## src/include/rxd_regs.vh

```
`ifndef RXD_REGS_VH
`define RXD_REGS_VH

// ----------------
// Register offsets (byte addresses on the register bus)
// ----------------
`define RXD_OFS_CTRL 8'h00
`define RXD_OFS_RX_BASE 8'h04
`define RXD_OFS_TX_BASE 8'h08
`define RXD_OFS_IRQ 8'h0c
`define RXD_OFS_CUR_DESC 8'h10
`define RXD_OFS_STATE 8'h14

// ----------------
// Control and interrupt status bits
// ----------------
`define RXD_CTRL_RUN 0
`define RXD_CTRL_POLL 1
`define RXD_IRQ_WDOG 9

// ----------------
// Receive descriptor word 0 fields
// ----------------
`define RXD_W0_OWN 31
`define RXD_W0_MISMATCH 30
`define RXD_W0_LEN_MSB 29
`define RXD_W0_LEN_LSB 16
`define RXD_W0_ERRSUM 15
`define RXD_W0_UNAVAIL 14
`define RXD_W0_LOOP_MSB 13
`define RXD_W0_LOOP_LSB 12
`define RXD_W0_SHORT 11
`define RXD_W0_GROUP 10
`define RXD_W0_FIRST 9
`define RXD_W0_LAST 8
`define RXD_W0_LONG 7
`define RXD_W0_LATE 6
`define RXD_W0_TYPE 5
`define RXD_W0_WDOG 4
`define RXD_W0_PHY 3
`define RXD_W0_MISALIGN 2
`define RXD_W0_CRC 1
`define RXD_W0_OVF 0

// ----------------
// Receive descriptor word 1 fields
// ----------------
`define RXD_W1_BOTTOM 25
`define RXD_W1_CHAIN 24
`define RXD_W1_B2_MSB 21
`define RXD_W1_B2_LSB 11
`define RXD_W1_B1_MSB 10
`define RXD_W1_B1_LSB 0

// ----------------
// Sizes, limits and reset values
// ----------------
`define RXD_DESC_STRIDE 32'h00000010
`define RXD_SHORT_LIMIT 14'h0040
`define RXD_LONG_LIMIT 14'h05ee
`define RXD_BASE_RESET 32'h00000000

`endif

```

## src/rxd_desc_manager.v

```verilog
// Notes on behaviour
// - Host loads rx and tx list bases; fetching starts at the rx base.
// - Ring layout: descriptors back to back, two buffers, wrap at bottom.
// - Chain layout: one buffer, fourth word points to next descriptor.
// - Ring and chain descriptors may mix; each picks its own successor.
// - A receive descriptor is four 32-bit words.
// - Ownership bit 1 means device, 0 host; device clears it on close.
// - Frame byte count goes into the status word.
// - Address mismatch flag set when the filter did not match.
// - Status written after the buffer fills; meaningful in last segment.
// - Error summary bit 15 ORs unavailable, short, long, late, CRC, overflow.
// - Bit 14 set when a frame is cut short for lack of a buffer.
// - Bits 13:12 give the frame origin: normal, internal or external loop.
// - Bit 11 set for frames under 64 bytes, unless overflow occurred.
// - Bit 10 set for a multicast destination.
// - Bit 9 marks the first segment, bit 8 the last segment.
// - Bit 7 set for frames longer than 1518 bytes.
// - Bit 6 set on a late collision during reception.
// - Bit 5 set for type frames, clear for length frames.
// - Bit 4 and interrupt status bit 9 set on receive watchdog timeout.
// - Bit 3 on a physical layer error, bit 2 on a misaligned end.
// - Bit 1 set on a CRC failure.
// - Bit 0 set on receive FIFO overflow.
// - Word 1 bit 25 marks the list bottom; next is the list base.
// - Word 1 bit 24 makes word 3 the next descriptor address.
// - Second buffer size from word 1 bits 21:11, ignored when chained.
// - A host-owned descriptor suspends reception until the host returns one.
`timescale 1ns/10ps
`include "rxd_regs.vh"

module rxd_desc_manager (
    // Clock and reset
    input wire clock,
    input wire rst,
    // APB register port
    input wire psel,
    input wire penable,
    input wire pwrite,
    input wire [7:0] paddr,
    input wire [31:0] pwdata,
    output reg [31:0] prdata,
    output reg pready,
    output reg pslverr,
    // Host memory master port, one word per request
    output reg memReq,
    output reg memWrite,
    output reg [31:0] memAddr,
    output reg [31:0] memWdata,
    input wire memAck,
    input wire [31:0] memRdata,
    // Received frame summary from the MAC
    input wire rxFrameValid,
    output reg rxFrameReady,
    input wire [13:0] rxFrameLength,
    input wire rxAddrMismatch,
    input wire [1:0] rxLoopMode,
    input wire rxMulticast,
    input wire rxLateColl,
    input wire rxTypeFrame,
    input wire rxWatchdog,
    input wire rxPhyErr,
    input wire rxDribble,
    input wire rxCrcErr,
    input wire rxOverflow
);

    // ----------------
    // States
    // ----------------
    localparam [5:0] ST_STOP = 6'h01;
    localparam [5:0] ST_FETCH = 6'h02;
    localparam [5:0] ST_HAVE = 6'h04;
    localparam [5:0] ST_CONSUME = 6'h08;
    localparam [5:0] ST_CLOSE = 6'h10;
    localparam [5:0] ST_SUSP = 6'h20;

    // What follows a status write
    localparam [1:0] AF_CONT = 2'h0;
    localparam [1:0] AF_SUSP = 2'h1;
    localparam [1:0] AF_NEW = 2'h2;

    // ----------------
    // Storage
    // ----------------
    reg [5:0] state;
    reg runEnable;
    reg pollPulse;
    reg irqWdog;
    reg [31:0] rxListBase;
    reg [31:0] txListBase;
    reg [31:0] curDesc;
    reg [31:0] closeAddr;
    reg [31:0] descWord1;
    reg [31:0] descWord3;
    reg [1:0] wordIdx;
    reg [1:0] afterClose;
    reg [13:0] remaining;
    reg midFrame;
    reg pendClose;
    reg firstSeg;
    reg closeFirst;
    reg closeLast;
    reg closeTrunc;
    reg prevValid;
    // Frame summary latched when the frame is taken
    reg [13:0] fLen;
    reg fMismatch;
    reg [1:0] fLoop;
    reg fGroup;
    reg fLate;
    reg fType;
    reg fWdog;
    reg fPhy;
    reg fMisalign;
    reg fCrc;
    reg fOvf;

    // ----------------
    // Derived values
    // ----------------
    wire apbAccess = psel & penable & pready;
    wire apbWrite = apbAccess & pwrite;
    wire isChain = descWord1[`RXD_W1_CHAIN];
    wire [10:0] buf1Size = descWord1[`RXD_W1_B1_MSB:`RXD_W1_B1_LSB];
    // Second buffer only counts in ring layout
    wire [10:0] buf2Size = isChain ? 11'h000 :
        descWord1[`RXD_W1_B2_MSB:`RXD_W1_B2_LSB];
    wire [13:0] capacity = {3'h0, buf1Size} + {3'h0, buf2Size};
    reg [31:0] nextDesc;
    reg [31:0] statusWord;
    reg [31:0] readValue;
    reg readHit;
    wire isShort = (fLen < `RXD_SHORT_LIMIT) & ~fOvf;
    wire isLong = fLen > `RXD_LONG_LIMIT;
    wire errSum = closeTrunc | isShort | isLong | fLate | fCrc | fOvf;

    // Successor chosen by this descriptor's own layout bits
    always @* begin
        if (descWord1[`RXD_W1_BOTTOM]) begin
            nextDesc = rxListBase;
        end else if (isChain) begin
            nextDesc = {descWord3[31:2], 2'h0};
        end else begin
            nextDesc = curDesc + `RXD_DESC_STRIDE;
        end
    end

    // Status word; frame flags only go into the last segment
    always @* begin
        statusWord = 32'h00000000;
        statusWord[`RXD_W0_OWN] = 1'b0;
        statusWord[`RXD_W0_FIRST] = closeFirst;
        statusWord[`RXD_W0_LAST] = closeLast;
        if (closeLast) begin
            statusWord[`RXD_W0_LEN_MSB:`RXD_W0_LEN_LSB] = fLen;
            statusWord[`RXD_W0_MISMATCH] = fMismatch;
            statusWord[`RXD_W0_ERRSUM] = errSum;
            statusWord[`RXD_W0_UNAVAIL] = closeTrunc;
            statusWord[`RXD_W0_LOOP_MSB:`RXD_W0_LOOP_LSB] = fLoop;
            statusWord[`RXD_W0_SHORT] = isShort;
            statusWord[`RXD_W0_GROUP] = fGroup;
            statusWord[`RXD_W0_LONG] = isLong;
            statusWord[`RXD_W0_LATE] = fLate;
            statusWord[`RXD_W0_TYPE] = fType;
            statusWord[`RXD_W0_WDOG] = fWdog;
            statusWord[`RXD_W0_PHY] = fPhy;
            statusWord[`RXD_W0_MISALIGN] = fMisalign;
            statusWord[`RXD_W0_CRC] = fCrc;
            statusWord[`RXD_W0_OVF] = fOvf;
        end
    end

    // ----------------
    // Register read decode
    // ----------------
    always @* begin
        readValue = 32'h00000000;
        readHit = 1'b1;
        case (paddr)
            `RXD_OFS_CTRL: readValue[`RXD_CTRL_RUN] = runEnable;
            `RXD_OFS_RX_BASE: readValue = rxListBase;
            `RXD_OFS_TX_BASE: readValue = txListBase;
            `RXD_OFS_IRQ: readValue[`RXD_IRQ_WDOG] = irqWdog;
            `RXD_OFS_CUR_DESC: readValue = curDesc;
            `RXD_OFS_STATE: readValue = {26'h0000000, state};
            default: readHit = 1'b0;
        endcase
    end

    // ----------------
    // APB slave: one wait-free access phase per transfer
    // ----------------
    always @(posedge clock) begin
        if (rst) begin
            pready <= 1'b0;
            pslverr <= 1'b0;
            prdata <= 32'h00000000;
            runEnable <= 1'b0;
            pollPulse <= 1'b0;
            rxListBase <= `RXD_BASE_RESET;
            txListBase <= `RXD_BASE_RESET;
        end else begin
            // Answer is prepared in the setup cycle, so no wait states
            pready <= psel & ~penable;
            pslverr <= psel & ~penable & ~readHit;
            prdata <= (psel & ~penable & ~pwrite) ? readValue : 32'h00000000;
            pollPulse <= apbWrite & (paddr == `RXD_OFS_CTRL) &
                pwdata[`RXD_CTRL_POLL];
            if (apbWrite) begin
                case (paddr)
                    `RXD_OFS_CTRL: runEnable <= pwdata[`RXD_CTRL_RUN];
                    // Bases are word aligned; low bits are dropped
                    `RXD_OFS_RX_BASE: rxListBase <= {pwdata[31:2], 2'h0};
                    `RXD_OFS_TX_BASE: txListBase <= {pwdata[31:2], 2'h0};
                    default: ;
                endcase
            end
        end
    end

    // ----------------
    // Watchdog interrupt flag: write one to clear, a new event wins
    // ----------------
    always @(posedge clock) begin
        if (rst) begin
            irqWdog <= 1'b0;
        end else if (state == ST_CLOSE && memReq && memAck && closeLast &&
                     fWdog) begin
            irqWdog <= 1'b1;
        end else if (apbWrite && paddr == `RXD_OFS_IRQ &&
                     pwdata[`RXD_IRQ_WDOG]) begin
            irqWdog <= 1'b0;
        end
    end

    // ----------------
    // Descriptor walker
    // ----------------
    always @(posedge clock) begin
        if (rst) begin
            state <= ST_STOP;
            memReq <= 1'b0;
            memWrite <= 1'b0;
            memAddr <= 32'h00000000;
            memWdata <= 32'h00000000;
            rxFrameReady <= 1'b0;
            curDesc <= `RXD_BASE_RESET;
            closeAddr <= 32'h00000000;
            descWord1 <= 32'h00000000;
            descWord3 <= 32'h00000000;
            wordIdx <= 2'h0;
            afterClose <= AF_CONT;
            remaining <= 14'h0000;
            midFrame <= 1'b0;
            pendClose <= 1'b0;
            firstSeg <= 1'b0;
            closeFirst <= 1'b0;
            closeLast <= 1'b0;
            closeTrunc <= 1'b0;
            prevValid <= 1'b0;
            fLen <= 14'h0000;
            fMismatch <= 1'b0;
            fLoop <= 2'h0;
            fGroup <= 1'b0;
            fLate <= 1'b0;
            fType <= 1'b0;
            fWdog <= 1'b0;
            fPhy <= 1'b0;
            fMisalign <= 1'b0;
            fCrc <= 1'b0;
            fOvf <= 1'b0;
        end else begin
            prevValid <= rxFrameValid;
            case (state)
                // Stopped until software sets the run bit
                ST_STOP: begin
                    if (runEnable) begin
                        curDesc <= rxListBase;
                        wordIdx <= 2'h0;
                        state <= ST_FETCH;
                    end
                end
                // Read the four descriptor words in order
                ST_FETCH: begin
                    if (!memReq) begin
                        memReq <= 1'b1;
                        memWrite <= 1'b0;
                        memAddr <= curDesc + {28'h0000000, wordIdx, 2'h0};
                    end else if (memAck) begin
                        memReq <= 1'b0;
                        case (wordIdx)
                            2'h0: begin
                                if (!memRdata[`RXD_W0_OWN]) begin
                                    if (pendClose) begin
                                        // Frame cut short, close as last
                                        closeLast <= 1'b1;
                                        closeTrunc <= 1'b1;
                                        afterClose <= AF_SUSP;
                                        state <= ST_CLOSE;
                                    end else begin
                                        state <= ST_SUSP;
                                    end
                                end else begin
                                    wordIdx <= 2'h1;
                                    if (pendClose) begin
                                        // Previous segment handed back now
                                        closeLast <= 1'b0;
                                        closeTrunc <= 1'b0;
                                        afterClose <= AF_CONT;
                                        state <= ST_CLOSE;
                                    end
                                end
                            end
                            2'h1: begin
                                descWord1 <= memRdata;
                                wordIdx <= 2'h2;
                            end
                            // Buffer address not used: no data is moved
                            2'h2: wordIdx <= 2'h3;
                            default: begin
                                descWord3 <= memRdata;
                                wordIdx <= 2'h0;
                                if (midFrame) begin
                                    state <= ST_CONSUME;
                                end else begin
                                    rxFrameReady <= 1'b1;
                                    state <= ST_HAVE;
                                end
                            end
                        endcase
                    end
                end
                // Descriptor in hand, wait for the next frame
                ST_HAVE: begin
                    if (!runEnable) begin
                        rxFrameReady <= 1'b0;
                        state <= ST_STOP;
                    end else if (rxFrameValid && rxFrameReady) begin
                        rxFrameReady <= 1'b0;
                        fLen <= rxFrameLength;
                        fMismatch <= rxAddrMismatch;
                        fLoop <= rxLoopMode;
                        fGroup <= rxMulticast;
                        fLate <= rxLateColl;
                        fType <= rxTypeFrame;
                        fWdog <= rxWatchdog;
                        fPhy <= rxPhyErr;
                        fMisalign <= rxDribble;
                        fCrc <= rxCrcErr;
                        fOvf <= rxOverflow;
                        remaining <= rxFrameLength;
                        midFrame <= 1'b1;
                        firstSeg <= 1'b1;
                        state <= ST_CONSUME;
                    end
                end
                // Account the frame against this descriptor's buffers
                ST_CONSUME: begin
                    closeAddr <= curDesc;
                    closeFirst <= firstSeg;
                    firstSeg <= 1'b0;
                    curDesc <= nextDesc;
                    if (remaining <= capacity) begin
                        // Frame ends here; close then prefetch the next one
                        remaining <= 14'h0000;
                        closeLast <= 1'b1;
                        closeTrunc <= 1'b0;
                        afterClose <= AF_NEW;
                        state <= ST_CLOSE;
                    end else begin
                        // Spans on; hold this close until the next is owned
                        remaining <= remaining - capacity;
                        pendClose <= 1'b1;
                        wordIdx <= 2'h0;
                        state <= ST_FETCH;
                    end
                end
                // Single write of word 0 carries status and ownership
                ST_CLOSE: begin
                    if (!memReq) begin
                        memReq <= 1'b1;
                        memWrite <= 1'b1;
                        memAddr <= closeAddr;
                        memWdata <= statusWord;
                    end else if (memAck) begin
                        memReq <= 1'b0;
                        memWrite <= 1'b0;
                        pendClose <= 1'b0;
                        if (closeLast) begin
                            midFrame <= 1'b0;
                        end
                        case (afterClose)
                            AF_SUSP: state <= ST_SUSP;
                            AF_NEW: begin
                                wordIdx <= 2'h0;
                                state <= ST_FETCH;
                            end
                            default: state <= ST_FETCH;
                        endcase
                    end
                end
                // Suspended; retry on a poll demand or a new frame
                ST_SUSP: begin
                    if (!runEnable) begin
                        state <= ST_STOP;
                    end else if (pollPulse || (rxFrameValid && !prevValid)) begin
                        wordIdx <= 2'h0;
                        state <= ST_FETCH;
                    end
                end
                default: state <= ST_STOP;
            endcase
        end
    end

endmodule

```

## config.mk

```make
export PLATFORM = sky130hd
export DESIGN_NAME = rxd_desc_manager
export DESIGN_NICKNAME = d
export VERILOG_FILES = /design/src/rxd_desc_manager.v
export VERILOG_INCLUDE_DIRS = /design/src /design/src/include
export SDC_FILE = /design/constraint.sdc
export NUM_CORES = 1
export LEC_CHECK = 0
export BUFFER_PORTS_ARGS = -buffer_cell sky130_fd_sc_hd__clkbuf_2
export CAP_MARGIN = 5
export CORE_MARGIN = 2
export CORE_UTILIZATION = 30
export CTS_CLUSTER_DIAMETER = 40
export DETAILED_ROUTE_END_ITERATION = 12
export SLEW_MARGIN = 0
export SYNTH_ARGS = -nofsm -noshare
export SYNTH_HDL_FRONTEND = slang
export SYNTH_SLANG_ARGS = --single-unit
export TNS_END_PERCENT = 30
```

## constraint.sdc

```tcl
create_clock -name clock -period 11.4 [get_ports clock]
set_clock_uncertainty 0.05 [all_clocks]
set_input_delay 2.28 -clock clock [delete_from_list [all_inputs] [get_ports clock]]
set_output_delay 2.28 -clock clock [all_outputs]
set_load 0.005 [all_outputs]
```

# Word-level counts from Yosys, hierarchy flattened
# Cells that the tools add are included.
# word_totals
ram_bits,0
ff_bits,341
word_cells,241
n_memories,0
mem_bits_ro,0
input_bits,104
latchBits,0
# op_classes
n_bitwise,21
reduce_logical,43
multipliers,0
div_mod_pow,0
muxes,91
eq_ne,40
n_addsub,4
order_cmp,3
shift,0
# op_table
op,n
$mux 32,5
$pmux 32 s2,2
$mux 6,13
$pmux 22 s3,1
$mux 14,3
$ne 2x2->1 const B,19
$pmux 6 s6,1
$mux 2,17
$add 32x4->32,1
$add 32x5->32 const B,1
$pmux 8 s4,1
$mux 1,29
$pmux 14 s2,1
$mux 21,1
$reduce_and 6->1,3
$eq 8x4->1 const B,2
$eq 8x5->1 const B,2
$reduce_bool 2->1,8
$gt 14x11->1 const B,1
$le 14x12->1,1
$lt 14x7->1 const B,1
$pmux 1 s2,7
$sub 14x12->14,1
$add 11x11->12,1
39 further kinds,80

# Longest topological paths before layout
# depth
ltp_word,8
ltp_mapped,24
depth_no_buf,19

# Worst setup path before layout
# OpenSTA, ideal clock, no wires.
# synth_timing
path_type,register to register
start,reg descWord1[24]
end,reg wordIdx[0]
setup_ps,87
path_buffers,4
path_slack_ps,6810
period_less_slack_ps,4590
required_ps,11263
stages_incl_launch_ff,24
t_arrival_ps,4452
path_cell_list,dfxtp_1 clkbuf_1 inv_1 clkbuf_1 clkbuf_1 nand2_1 inv_1 ha_1 a21o_1 a21oi_1 o21ai_0 o211a_1 o21a_1 a31o_2 xnor2_1 ha_1 clkbuf_2 and4_1 nand3_1 or3_1 o21ai_2 nand3_1 and2_1 o31ai_1
# synth_between
elab_chain_len,5
# synth_rtl
element,line_no,source
start: declaration,rxd_desc_manager.v:93,reg [31:0] descWord1;
start signal: assignment,rxd_desc_manager.v:315,descWord1 <= memRdata;
$mux 11,rxd_desc_manager.v:126,wire [10:0] buf2Size = isChain ? 11'h000 :
$add 11x11->12,rxd_desc_manager.v:128,"wire [13:0] capacity = {3'h0, buf1Size} + {3'h0, buf2Size};"
$le 14x12->1,rxd_desc_manager.v:363,if (remaining <= capacity) begin
$ne 2x2->1 (no source line),-,
$reduce_and 11->1 (no source line),-,
end signal: assignment,rxd_desc_manager.v:374,wordIdx <= 2'h0;
end signal: assignment,rxd_desc_manager.v:395,wordIdx <= 2'h0;
end signal: assignment,rxd_desc_manager.v:407,wordIdx <= 2'h0;
end: declaration,rxd_desc_manager.v:95,reg [1:0] wordIdx;
# No other way between the ends.
# A chain may end at the register's enable or synchronous reset.

# Worst setup path after layout
# layout_timing
start,reg descWord1[24]
end,reg wordIdx[1]
# Same word-level chain as after synthesis.

==> run_results.csv <==
group,metric,value,unit
route,avgViaCountPerCell,5.17,
synth,synth_area,15500,um^2
critical_path,crit_slowest_cell,"inv_1",
clock_network,path_clk_slew,0.06,ns
critical_path,criticalPathCategory,"flip-flop to flip-flop",
route,drc,0,
critical_path,cp_data_required_time,11.84,ns
floorplan,start_util,30.2,%
timing,grt_setup_unrepaired,"false",
final_layout,final_common_cell,"nand2_1",
place,numPortBuffers,201,
min_path,hold_class,"flip-flop to flip-flop",
synth,async_reset_ff_share,0,%
global_routing,grt-ovfl-total,0,
clock_network,numCtsBuffers,54,
timing,setup_tns,0,ns
clock_network,clock_sinks,330,
place,dp_cells,2751,
run_status,outcome,"finished, final reports clean",
global_routing,antenna_found_initial,3,
critical_path,critPathTopFamily,"simple AND/OR/NAND/NOR gates",
timing,fmax,198,MHz
clock_network,hold_buffers,0,
pwr,vdd_drop_max,0.000137,V
final_layout,finalNonFillerCells,2854,
synth,synthCells,2008,
global_routing,grt_max_degree,148,
synth,synth_flop_cell,"dfxtp_1",
clock_network,clockBufferDepth,3,
place,hpwl,36.0,mm
route,ant_nets,0,
floorplan,die_width,231,um
clock_network,tritoncts,"done",
route,dr_total_vias,14700,
critical_path,end_kind,"flip-flop",
timing,post-route-min-period,5.05,ns
synth,synth_enable_flop_cells,0,
clock_network,cts_root_buffer,"clkbuf_16",
final_layout,fin_nets,2264,
route,first_iter_violations,1491,
synth,avgSynthCellArea,7.69,um^2
timing,tightest_slew,1.34,ns
clock_network,cts_setup_buffers,0,
timing,drv_slew,0,
place,gp_congestion,0.887,
pwr,p_per_area,161,nW/um^2
global_routing,grt_pass1_vias,13700,
floorplan,dieArea,53300,um^2
route,first_pass_iters,6,
clock_network,h-tree-depth,2,
timing,hold_viol,0,
floorplan,num_io_pins,205,
critical_path,max_stage_delay,0.54,ns
pwr,p_leak,6.72,nW
route,routed_wl,51.3,mm
synth,synth_seq_cells,330,
place,place_ws,6.18,ns
final_layout,area_delta_synth_final,21.3,%
timing,maxSlewHeadroom,10.7,%
synth,synth_warnings,0,
global_routing,grt_pass1_wl,78.9,mm
clock_network,post_cts_resized,0,
final_layout,final_cell_mix,"505 x nand2_1, 330 x dfxtp_1, 311 x a21oi_1",
floorplan,core_area,51100,um^2
synth,synth-seq-area-share,42.8,%
critical_path,critPathMaxFanout,21,
synth,ys_types,83,
final_layout,drive_gt1_share,16.5,%
global_routing,grt_usage,18.7,%
critical_path,cp_data_arrival_time,5.49,ns
job,maxCapViolCount,0,
timing,finalSetupViolCount,0,
clock_network,clk_latency,0.63,ns
critical_path,crit_chain,"inv_1 > nand2_1 > inv_1 > ha_1 > a21o_1 > a21oi_1 > o21ai_0 > o211a_1 > o21a_1 > a31o_2 > xnor2_1 > ha_1 > and4_1 > nand3_1 > or3_1 > o21ai_2 > nand3_1 > and2_1 > o31ai_1",
floorplan,fp-row-count,83,
route,wl_per_cell,18.0,um
timing,finalCritPeriodShare,44.3,%
timing,setup_ws,6.35,ns
critical_path,startpoint_type,"flip-flop",
floorplan,chipHeight,231,um
critical_path,critPathBufInv,2,
layer usage:
| layer | share of wire, % | GRT usage (%) | up-vias |
|---|---|---|---|
| met4 | 4.0 | 8.31 | 4 |
| met3 | 7.8 | 4.00 | 101 |
| met5 | 0.039 | 0 | - |
| li1 | - | - | 7182 |
| met1 | 46 | 26.0 | 6857 |
| met2 | 42 | 27.5 | 601 |
Yosys cell counts, types with 4 or more instances:
master / instances / area, um^2
nor2_1: 129 / 484
a221oi_1: 4 / 35.0
o22ai_1: 4 / 25.0
xor2_1: 29 / 254
nor4_1: 7 / 43.8
xnor2_1: 35 / 307
or3_1: 7 / 43.8
a211oi_1: 39 / 293
o211ai_1: 16 / 120
a31oi_1: 8 / 50.1
nor3_4: 4 / 65.1
a21oi_1: 311 / 1560
ha_1: 30 / 375
inv_1: 25 / 93.8
nor2b_1: 22 / 138
buf_6: 6 / 67.6
nand4_1: 16 / 100
a21o_1: 12 / 90.1
o31ai_1: 8 / 60.1
nor3_1: 27 / 135
nand3_1: 58 / 290
buf_1: 7 / 26.3
and4_1: 5 / 43.8
a22oi_1: 32 / 240
and3_1: 14 / 87.6
dfxtp_1: 330 / 6610
o21bai_1: 5 / 37.5
a211o_1: 5 / 43.8
and2_1: 5 / 31.3
mux2i_1: 9 / 90.1
buf_4: 10 / 75.1
nand2_1: 505 / 1900
a311oi_1: 6 / 52.6
or4_1: 5 / 37.5
o21ai_0: 58 / 290
clkbuf_1: 96 / 360
buf_2: 40 / 200
nand2b_1: 14 / 87.6
cell type report:
cell class	count	area, um^2
fill	5400	32300
multi-input combinational	1494	8050
sequential	330	6610
clock buffer	58	1400
timing repair buffer	221	1160
tap	680	851
clock inverter	44	577
inverter	26	97.6
antenna	1	2.50
final timing paths:
path | end | start | slack (ns) | cells after the start
max reg2reg | wordIdx[1]$_SDFFE_PP0P_ | descWord1[24]$_SDFFE_PP0P_ | 6.35 | 19
min | descWord1[13]$_SDFFE_PP0P_ | descWord1[13]$_SDFFE_PP0P_ | 0.40 | 2
max | wordIdx[1]$_SDFFE_PP0P_ | descWord1[24]$_SDFFE_PP0P_ | 6.35 | 19
min reg2reg | descWord1[13]$_SDFFE_PP0P_ | descWord1[13]$_SDFFE_PP0P_ | 0.40 | 2
registers in the layout (all words and copies together), names as in the netlist, 2 cells and up:
register	cells
prdata	32
txListBase	30
fLen	14
memAddr	30
memWdata	31
closeAddr	30
fLoop	2
afterClose	2
wordIdx	2
curDesc	30
rxListBase	30
descWord3	30
descWord1	24
state	6
remaining	14
metrics by stage:
stage | hold slack, ns | total power, mW | cell area [um^2] | util (%)
final | 0.401 | 3.02 | 18700 | 36.7
after global routing | 0.417 | 3.12 | 18700 | 36.7
after CTS | 0.400 | 3.05 | 18700 | 36.7
after detailed placement | 0.392 | 1.30 | 16800 | 32.8
after global placement | 0.387 | 1.30 | 16800 | 32.8
after floorplan | 0.382 | 1.25 | 15500 | -
kinds of logic (layout without fill, tap and decap cells):
| logic type | Yosys count | count (layout) | synth area share (%) |
|---|---|---|---|
| and+or+nand+nor | 845 | 845 | 24.1 |
| xor gates and xnor gates | 64 | 64 | 3.63 |
| muxes | 11 | 11 | 0.729 |
| DFF | 330 | 330 | 42.8 |
| AOI/OAI and AO/OA | 538 | 538 | 20.6 |
| buffers and inverters | 186 | 349 | 5.38 |
| adders and majority gates | 33 | 33 | 2.82 |
| other | 1 | 4 | 0.0243 |
power by group:
group          internal, mW  total [mW]  switching (mW)  leakage (nW)
logic                0.0363       0.107          0.0712          3.10
registers              1.16        1.17          0.0109          2.66
clock network          1.06        1.75           0.682         0.959
total                  2.26        3.02           0.764          6.72
worst register-to-register path, cell delays in order, from the launching register on:
cell	delay (ns)
dfxtp_1	0.31
inv_1	0.54
nand2_1	0.28
inv_1	0.11
ha_1	0.23
a21o_1	0.17
a21oi_1	0.27
o21ai_0	0.13
o211a_1	0.12
o21a_1	0.18
a31o_2	0.26
xnor2_1	0.13
ha_1	0.41
and4_1	0.27
nand3_1	0.15
or3_1	0.42
o21ai_2	0.10
nand3_1	0.28
and2_1	0.30
o31ai_1	0.22
Note: power is estimated with default switching activity, not from simulation.
